**src/rsb_pkg.sv**
```systemverilog
// Overview of operation
// - straps load configuration while chip reset held
// - address 27 low little, high big endian
// - address 26 enables core, else bus-error flag
// - address 24:23 sets boot chip-select memory mode
// - address 19:9 loads system ident, default 3ff
// - address 8:7 loads pll input scale, default 10
// - address 6:5 loads pll freq select, default 00
// - address 4:0 loads pll feedback divider
// - boundary scan reaches every pin through test port
// - core debug only under debug chip-mode pins
// - chip-mode pins pick which tap owns pins
// - reset pin passes three-stage synchroniser
// - reset-state output held 512 cycles or lock time
package rsb_pkg;

	// ----------------------------------------
	// strap positions on the address bus
	// ----------------------------------------
	localparam int ADDR_W        = 28;
	localparam int POS_ENDIAN    = 27;
	localparam int POS_CPU_EN    = 26;
	localparam int POS_BOOTCS_LO = 23;
	localparam int POS_IDENT_LO  = 9;
	localparam int POS_ISCALE_LO = 7;
	localparam int POS_FSEL_LO   = 5;
	localparam int POS_FBDIV_LO  = 0;

	// ----------------------------------------
	// values after reset
	// ----------------------------------------
	localparam logic [10:0] RST_IDENT  = 11'h3ff;
	localparam logic [1:0]  RST_ISCALE = 2'h2;
	localparam logic [1:0]  RST_FSEL   = 2'h0;
	localparam logic [4:0]  RST_FBDIV  = 5'h0b;
	localparam logic [1:0]  RST_BOOTCS = 2'h0;
	localparam logic [5:0]  BOOT_WAITS = 6'h3f;

	// boot chip-select port width codes
	localparam logic [1:0] WID_8  = 2'h0;
	localparam logic [1:0] WID_16 = 2'h1;
	localparam logic [1:0] WID_32 = 2'h2;

	// chip-mode pin code {pll_test_mode_n, selftest_mode_n, scan_mode_n} that opens core debug
	localparam logic [2:0] DEBUG_MODE_CODE = 3'h3;

	// ----------------------------------------
	// timing
	// ----------------------------------------
	localparam int CLK_PERIOD_PS   = 8000;
	localparam int PLL_LOCK_NS     = 100000;
	localparam int PLL_LOCK_CYCLES = PLL_LOCK_NS * 1000 / CLK_PERIOD_PS;
	localparam int HOLD_NOPLL_CYC  = 512;
	localparam int HOLD_W          = 24;

	// ----------------------------------------
	// register map (byte addresses)
	// ----------------------------------------
	localparam logic [7:0] OFF_STRAP  = 8'h00;
	localparam logic [7:0] OFF_STATUS = 8'h04;
	localparam logic [7:0] OFF_CTRL   = 8'h08;
	localparam int STS_BUSERR  = 0;
	localparam int STS_RSTSTAT = 1;
	localparam int STS_DEBUG   = 2;
	localparam int CTL_PLLEN   = 0;
	localparam logic RST_PLLEN = 1'b1;

	typedef struct packed {
		logic        psel;
		logic        penable;
		logic        pwrite;
		logic [7:0]  paddr;
		logic [31:0] pwdata;
	} rsb_apb_req_t;

	typedef struct packed {
		logic [31:0] prdata;
		logic        pready;
		logic        pslverr;
	} rsb_apb_rsp_t;

	typedef struct packed {
		logic        bigEndian;
		logic        cpuEnable;
		logic [1:0]  bootChipSelect;
		logic [1:0]  bootPortWidth;
		logic [5:0]  bootWaitStates;
		logic [10:0] systemIdentField;
		logic [1:0]  pllInputScale;
		logic [1:0]  pllFreqSelect;
		logic [4:0]  pllFeedbackDiv;
	} rsb_cfg_t;

	typedef struct packed {
		logic tck;
		logic tms;
		logic tdi;
		logic trstN;
	} rsb_jtag_t;

endpackage

```
**src/rsb_loader.sv**
```systemverilog
`timescale 1ns/1ps
module rsb_loader #(
	parameter int PLL_LOCK_CYC = rsb_pkg::PLL_LOCK_CYCLES
) (
	// clock and system reset
	input  wire logic                  sys_clk,
	input  wire logic                  rst,
	// chip reset pin, strap bus sampled in reset, live chip-mode pins
	input  wire logic                  chipResetPinN,
	input  wire logic [27:0]           addrPin,
	input  wire logic                  pll_test_mode_n,
	input  wire logic                  selftest_mode_n,
	input  wire logic                  scan_mode_n,
	// apb slave
	input  wire rsb_pkg::rsb_apb_req_t apbReq,
	output rsb_pkg::rsb_apb_rsp_t      apbRsp,
	// configuration and reset state
	output rsb_pkg::rsb_cfg_t          cfgOut,
	output logic                       bus_error_flag,
	output logic                       reset_state_out,
	// shared test port
	input  wire rsb_pkg::rsb_jtag_t    jtagPin,
	input  wire logic                  scanTdo,
	input  wire logic                  debugTdo,
	output logic                       tdoOut,
	output logic                       tdoOe,
	output rsb_pkg::rsb_jtag_t         scanTap,
	output rsb_pkg::rsb_jtag_t         debugTap
);
	import rsb_pkg::*;

	localparam int PIN_W = ADDR_W + 4 + 4;

	// ----------------------------------------
	// pin synchroniser
	// ----------------------------------------
	logic [PIN_W-1:0] pinRaw;
	logic [PIN_W-1:0] syncA_ff;
	logic [PIN_W-1:0] syncB_ff;
	logic [PIN_W-1:0] syncC_ff;
	logic [PIN_W-1:0] pinFilt_ff;
	logic [PIN_W-1:0] nxt_pinFilt;

	assign pinRaw = {jtagPin, chipResetPinN, pll_test_mode_n,
	                 selftest_mode_n, scan_mode_n, addrPin};

	// a bit only moves once the second and third stages agree
	assign nxt_pinFilt = (~(syncB_ff ^ syncC_ff) & syncC_ff)
	                   | ((syncB_ff ^ syncC_ff) & pinFilt_ff);

	always_ff @(posedge sys_clk) begin
		syncA_ff <= pinRaw;
		syncB_ff <= syncA_ff;
		syncC_ff <= syncB_ff;
	end

	always_ff @(posedge sys_clk) begin
		if (rst) begin
			pinFilt_ff <= {PIN_W{1'b1}};
		end else begin
			pinFilt_ff <= nxt_pinFilt;
		end
	end

	logic [ADDR_W-1:0] addrSync;
	logic [2:0]        modeSync;
	logic              chipResetN;
	rsb_jtag_t         jtagSync;

	assign addrSync   = pinFilt_ff[ADDR_W-1:0];
	assign modeSync   = pinFilt_ff[ADDR_W+2:ADDR_W];
	assign chipResetN = pinFilt_ff[ADDR_W+3];
	assign jtagSync   = pinFilt_ff[PIN_W-1:ADDR_W+4];

	// ----------------------------------------
	// strap capture
	// ----------------------------------------
	logic              inReset;
	logic              inReset_ff;
	logic              releaseEdge;
	logic [ADDR_W-1:0] strap_ff;
	logic [ADDR_W-1:0] rstStrap;

	assign inReset     = ~chipResetN;
	assign releaseEdge = inReset_ff & ~inReset;

	// default straps line up with the field positions
	assign rstStrap = ADDR_W'({1'b0, 1'b0, 1'b0, RST_BOOTCS, 3'h0, RST_IDENT,
	                           RST_ISCALE, RST_FSEL, RST_FBDIV});

	always_ff @(posedge sys_clk) begin
		if (rst) begin
			inReset_ff <= 1'b0;
		end else begin
			inReset_ff <= inReset;
		end
	end

	// follows the bus while chip reset is low, frozen once released
	always_ff @(posedge sys_clk) begin
		if (rst) begin
			strap_ff <= rstStrap;
		end else if (inReset) begin
			strap_ff <= addrSync;
		end
	end

	// ----------------------------------------
	// field decode
	// ----------------------------------------
	rsb_cfg_t  nxt_cfg;
	rsb_cfg_t  cfg_ff;
	logic [1:0] csCode;
	logic [1:0] csWidth;

	assign csCode  = strap_ff[POS_BOOTCS_LO +: 2];
	// code 10 is treated as 32-bit like 01
	assign csWidth = (csCode == 2'h0) ? WID_8 :
	                 (csCode == 2'h3) ? WID_16 : WID_32;

	assign nxt_cfg.bigEndian        = strap_ff[POS_ENDIAN];
	assign nxt_cfg.cpuEnable        = strap_ff[POS_CPU_EN];
	assign nxt_cfg.bootChipSelect   = csCode;
	assign nxt_cfg.bootPortWidth    = csWidth;
	assign nxt_cfg.bootWaitStates   = BOOT_WAITS;
	assign nxt_cfg.systemIdentField = strap_ff[POS_IDENT_LO +: 11];
	assign nxt_cfg.pllInputScale    = strap_ff[POS_ISCALE_LO +: 2];
	assign nxt_cfg.pllFreqSelect    = strap_ff[POS_FSEL_LO +: 2];
	assign nxt_cfg.pllFeedbackDiv   = strap_ff[POS_FBDIV_LO +: 5];

	rsb_cfg_t rstCfg;

	assign rstCfg.bigEndian        = 1'b0;
	assign rstCfg.cpuEnable        = 1'b0;
	assign rstCfg.bootChipSelect   = RST_BOOTCS;
	assign rstCfg.bootPortWidth    = WID_8;
	assign rstCfg.bootWaitStates   = BOOT_WAITS;
	assign rstCfg.systemIdentField = RST_IDENT;
	assign rstCfg.pllInputScale    = RST_ISCALE;
	assign rstCfg.pllFreqSelect    = RST_FSEL;
	assign rstCfg.pllFeedbackDiv   = RST_FBDIV;

	always_ff @(posedge sys_clk) begin
		if (rst) begin
			cfg_ff <= rstCfg;
		end else begin
			cfg_ff <= nxt_cfg;
		end
	end

	assign cfgOut = cfg_ff;

	// ----------------------------------------
	// control register and bus error flag
	// ----------------------------------------
	logic pllEnable_ff;
	logic busErr_ff;
	logic nxt_busErr;
	logic busErrSet;
	logic busErrClr;
	logic wrDone;
	logic selStrap;
	logic selStatus;
	logic selCtrl;

	assign busErrSet  = releaseEdge & ~strap_ff[POS_CPU_EN];
	assign busErrClr  = wrDone & selStatus & apbReq.pwdata[STS_BUSERR];
	// a fresh strap-time event beats a software clear in the same cycle
	assign nxt_busErr = busErrSet | (busErr_ff & ~busErrClr);

	always_ff @(posedge sys_clk) begin
		if (rst) begin
			busErr_ff <= 1'b0;
		end else if (releaseEdge & strap_ff[POS_CPU_EN]) begin
			busErr_ff <= 1'b0;
		end else begin
			busErr_ff <= nxt_busErr;
		end
	end

	always_ff @(posedge sys_clk) begin
		if (rst) begin
			pllEnable_ff <= RST_PLLEN;
		end else if (wrDone & selCtrl) begin
			pllEnable_ff <= apbReq.pwdata[CTL_PLLEN];
		end
	end

	assign bus_error_flag = busErr_ff;

	// ----------------------------------------
	// reset-state hold
	// ----------------------------------------
	logic [HOLD_W-1:0] hold_ff;
	logic [HOLD_W-1:0] holdLoad;
	logic              rstState_ff;

	assign holdLoad = pllEnable_ff ? HOLD_W'(PLL_LOCK_CYC) : HOLD_W'(HOLD_NOPLL_CYC);

	always_ff @(posedge sys_clk) begin
		if (rst) begin
			hold_ff     <= HOLD_W'(HOLD_NOPLL_CYC);
			rstState_ff <= 1'b1;
		end else if (inReset) begin
			hold_ff     <= holdLoad;
			rstState_ff <= 1'b1;
		end else if (hold_ff != '0) begin
			hold_ff     <= hold_ff - HOLD_W'(1);
			rstState_ff <= 1'b1;
		end else begin
			rstState_ff <= 1'b0;
		end
	end

	assign reset_state_out = rstState_ff;

	// ----------------------------------------
	// test port steering
	// ----------------------------------------
	logic      debugMode;
	logic      debugSel_ff;
	logic      tdo_ff;
	rsb_jtag_t scanTap_ff;
	rsb_jtag_t debugTap_ff;
	rsb_jtag_t idleTap;

	assign debugMode = (modeSync == DEBUG_MODE_CODE);
	// an unselected tap sees reset held and tms high
	assign idleTap   = '{tck: 1'b0, tms: 1'b1, tdi: 1'b1, trstN: 1'b0};

	always_ff @(posedge sys_clk) begin
		if (rst) begin
			debugSel_ff <= 1'b0;
			scanTap_ff  <= idleTap;
			debugTap_ff <= idleTap;
			tdo_ff      <= 1'b0;
		end else begin
			debugSel_ff <= debugMode;
			scanTap_ff  <= debugMode ? idleTap : jtagSync;
			debugTap_ff <= debugMode ? jtagSync : idleTap;
			tdo_ff      <= debugSel_ff ? debugTdo : scanTdo;
		end
	end

	always_ff @(posedge sys_clk) begin
		if (rst) begin
			tdoOe <= 1'b0;
		end else begin
			tdoOe <= jtagSync.trstN;
		end
	end

	assign tdoOut   = tdo_ff;
	assign scanTap  = scanTap_ff;
	assign debugTap = debugTap_ff;

	// ----------------------------------------
	// apb slave
	// ----------------------------------------
	logic         access;
	logic         mapped;
	logic [31:0]  rdMux;
	logic [31:0]  statusWord;
	rsb_apb_rsp_t rsp_ff;

	assign access    = apbReq.psel & apbReq.penable;
	assign wrDone    = access & rsp_ff.pready & apbReq.pwrite;
	assign selStrap  = (apbReq.paddr == OFF_STRAP);
	assign selStatus = (apbReq.paddr == OFF_STATUS);
	assign selCtrl   = (apbReq.paddr == OFF_CTRL);
	assign mapped    = selStrap | selStatus | selCtrl;

	assign statusWord = {29'h0, debugSel_ff, rstState_ff, busErr_ff};

	assign rdMux = selStrap  ? {4'h0, strap_ff} :
	               selStatus ? statusWord :
	               selCtrl   ? {31'h0, pllEnable_ff} : 32'h0;

	// one wait state: pready rises in the second access cycle
	always_ff @(posedge sys_clk) begin
		if (rst) begin
			rsp_ff <= '0;
		end else if (access & ~rsp_ff.pready) begin
			rsp_ff.pready  <= 1'b1;
			rsp_ff.pslverr <= ~mapped | (apbReq.pwrite & selStrap);
			rsp_ff.prdata  <= apbReq.pwrite ? 32'h0 : rdMux;
		end else begin
			rsp_ff <= '0;
		end
	end

	assign apbRsp = rsp_ff;

endmodule

```
**config.mk**
```make
export PLATFORM = sky130hd
export DESIGN_NAME = rsb_loader
export DESIGN_NICKNAME = d
export VERILOG_FILES = /design/src/rsb_pkg.sv /design/src/rsb_loader.sv
export SDC_FILE = /design/constraint.sdc
export NUM_CORES = 1
export LEC_CHECK = 0
export BUFFER_PORTS_ARGS = -buffer_cell sky130_fd_sc_hd__buf_4
export CAP_MARGIN = 20
export CORE_MARGIN = 2
export CORE_UTILIZATION = 30
export DETAILED_ROUTE_END_ITERATION = 8
export PLACE_DENSITY = 0.5
export SYNTH_ARGS = -nofsm -noshare
export SYNTH_HDL_FRONTEND = slang
export SYNTH_SLANG_ARGS = --single-unit
```
**constraint.sdc**
```tcl
create_clock -name sys_clk -period 2.45 [get_ports sys_clk]
set_input_delay 0.245 -clock sys_clk [delete_from_list [all_inputs] [get_ports sys_clk]]
set_output_delay 0.245 -clock sys_clk [all_outputs]
set_load 0.02 [all_outputs]
```
==> results.json <==
{
  "insertion_delay_ns": 0.53,
  "setup_viol": 0,
  "status": "finished clean",
  "synth_top_area_share_pct": 67.9,
  "hold_violations": 0,
  "p_leak_uw": 0.00450,
  "crit-reg2reg-launch": "hold_ff[0]$_SDFFE_PP0P_",
  "path_cells": "inv_1 -> ha_1 -> nor4b_1 -> nand3b_1 -> or2_1 -> a211oi_1",
  "firstDrtPassIters": 5,
  "p_per_area_nw_per_um2": 953,
  "htree_levels": 1,
  "grt_overflow": 0,
  "ir_drop_v": 0.000621,
  "port-buffer-count": 119,
  "drt_iter0_drc": 228,
  "pwr-share-clk_pct": 44.0,
  "dp.cells": 1113,
  "fp.dieW_um": 166,
  "cts_resized": 0,
  "synth_warnings": 0,
  "cp_slowest_stage_delay_ns": 0.43,
  "crit_family": "simple AND/OR/NAND/NOR gates",
  "ioPinCount": 161,
  "syn_avg_cell_area_um2": 11.6,
  "cts_buffer_depth": 3,
  "antenna_found_initial": 0,
  "grt_pass1_vias": 4931,
  "cp_max_fo": 10,
  "dieArea_um2": 27600,
  "crit_arrival_ns": 2.61,
  "slew_viol_final": 0,
  "start_kind": "register",
  "num_vias": 5077,
  "drc": 0,
  "hpwlAfterDp_mm": 9.29,
  "synth-seq-cells": 267,
  "finalCritPeriodShare_pct": 89.0,
  "track_usage_pct": 10.7,
  "cts_tree": "built",
  "fin_cells": 1206,
  "worst-path-buf-inv": 1,
  "wl_mm": 15.1,
  "cts_hold_buf": 43,
  "dieHeight_um": 166,
  "critPathSlowestCell": "or2_1",
  "rsz0062_at_grt": "no",
  "worstSetupPathType": "reg2reg",
  "final_util_pct": 40.7,
  "cp-end-kind": "register",
  "synth_ff_type": "dfxtp_1",
  "yosys-top-cells-area": "dfxtp_1, nor2_1, o21bai_1",
  "synthDistinctLibCells": 48,
  "power.net_switching_uw": 2260,
  "fin_ws_ns": 0.270,
  "viasPerCell": 4.21,
  "nets": 937,
  "yosysTopAreaCell": "dfxtp_1",
  "clockRootBuffer": "clkbuf_16",
  "clock.fmax_mhz": 459,
  "rows": 59,
  "syn_area_um2": 7870,
  "cap_violations": 0,
  "cts_buffers": 29,
  "ys_seq_area_share_pct": 67.9,
  "area_growth_pct": 34.1,
  "finalSetupTns_ns": 0,
  "async_flop_share_pct": 0,
  "slew_headroom_pct": 51.1,
  "synthCells": 676,
  "drive_gt1_share_pct": 23.1,
  "crit_start": "hold_ff[0]$_SDFFE_PP0P_",
  "cts_setup_buffers": 0,
  "diodes": 0,
  "coreArea_um2": 25900,
  "synth-edff-count": 0,
  "required_ns": 2.88,
  "seqPwrFrac_pct": 47.5,
  "internal-power_uw": 7800,
  "hold_path_class": "in2reg",
  "drtAntennaViolNets": 0,
  "fillerInstances": 2517,
  "tightest_slew_ns": 0.733,
  "grt_max_degree": 79,
  "clk_pin_slew_ns": 0.06,
  "initial_core_util_pct": 30.4,
  "gp_congestion": 0.710,
  "cts_sinks": 267,
  "pre_cts_slack_ns": 0.326,
  "finClkSkew_ns": 0.0118,
  "hp-start": "apbReq[41]",
  "period_needed_ns": 2.18,
  "combinationalPowerShare_pct": 8.5,
  "netSwitchingFraction_pct": 22.5,
  "grt_pass1_wl_mm": 24.7,
  "wl_per_cell_um": 12.5
}
## routing by layer
| layer | global-route usage [%] | up-vias | routed length [µm] |
|---|---|---|---|
| met3 | 2.86 | 22 | 918 |
| met1 | 14.0 | 2326 | 7120 |
| met2 | 17.3 | 114 | 6750 |
| met4 | 3.74 | 0 | 303 |
| li1 | - | 2615 | - |
| met5 | 0 | - | 0 |
## cell usage after synthesis (2+ instances only)
cell type  number
a211o_1        15
a211oi_1        2
a21oi_1        43
a31oi_1         5
and2_1         27
buf_1           7
buf_2           4
buf_4          10
clkbuf_1       15
conb_1          2
dfxtp_1       267
ha_1            2
inv_1           7
mux2i_1        18
nand2_1         7
nand2b_1        3
nand3_1         5
nand3b_1        3
nand4_1         2
nor2_1         81
nor2b_1        25
nor3_1          7
nor3b_1         4
nor4_1          4
nor4_2          3
nor4_4          2
nor4b_1         2
o211ai_1        4
o21bai_1       37
o31ai_1         2
o41ai_1         2
or2_2          16
or3_1           7
or4_1           5
xnor2_1        13
xor2_1          6
## power groups by stage
stage / logic, µW / clock network, µW / registers (µW)
after floorplan: 539 / 0 / 4860
after global placement: 798 / 0 / 4870
after detailed placement: 807 / 0 / 4870
after CTS: 867 / 4580 / 4780
after global routing: 949 / 4770 / 4810
final: 857 / 4430 / 4770
## cell families after synthesis
family                   count (synthesis)  synth area share, %
flip-flops                             267                 67.9
AND/OR/NAND/NOR                        209                 14.7
AO/OA/AOI/OAI                          116                 10.0
buffers and inverters                   43                 2.59
XOR/XNOR                                19                 2.11
multiplexers                            18                 2.29
adder cells (fa/ha/maj)                  2                0.318
other                                    2               0.0954
## through the flow
| step | total power (µW) | hold WS (ns) | instance area, µm² |
|---|---|---|---|
| after floorplan | 5400 | 0.273 | 7900 |
| after global placement | 5670 | 0.311 | 9150 |
| after detailed placement | 5680 | 0.312 | 9150 |
| after CTS | 10200 | 0.00775 | 10600 |
| after global routing | 10500 | 0.0453 | 10600 |
| final | 10100 | 0.0350 | 10600 |
## layout make-up
cell class                 instances  area [µm²]  share of cell area [%]
clock inverter                    11         186                    1.77
clock buffer                      39         793                    7.51
multi-input combinational        374        2350                    22.3
timing repair buffer             173        1430                    13.6
tap                              335         419                    3.97
inverter                           7        26.3                   0.249
sequential                       267        5350                    50.6
## cell usage in the layout (no fill, tap or decap), drive strengths merged, types with 3 or more instances in the layout
cell type and count:
a21oi 43, mux2i 18, a211o 15, a31oi 5, or2 17, dlygate4sd3 43
nand3b 3, bufinv 5, xnor2 13, dfxtp 267, or3 7, nor2 82
nor3b 4, buf 130, nor4 9, o21bai 37, xor2 6, nand2 7
nor2b 25, nand2b 3, clkbuf 39, o211ai 5, nand3 5, and2 27
conb 10, clkinv 4, nor3 8, or4 6, inv 8
## tightest hold or removal path, cell delays in order
cell,delay [ns]
buf_4,0.08
nand3_1,0.12
inv_1,0.07
## path summary, 6_finish.rpt
| check | end | slack, ns | cells after the start |
|---|---|---|---|
| worst min register to register | syncB_ff[8]$_DFF_P_ | 0.32 | 0 |
| worst max register to register | hold_ff[1]$_SDFFE_PP0P_ | 0.27 | 6 |
| worst min-delay path | apbRsp[1]$_SDFF_PP0_ | 0.03 | 3 |
| worst max-delay path | hold_ff[1]$_SDFFE_PP0P_ | 0.27 | 6 |
Note: power is estimated with default switching activity, not from simulation.
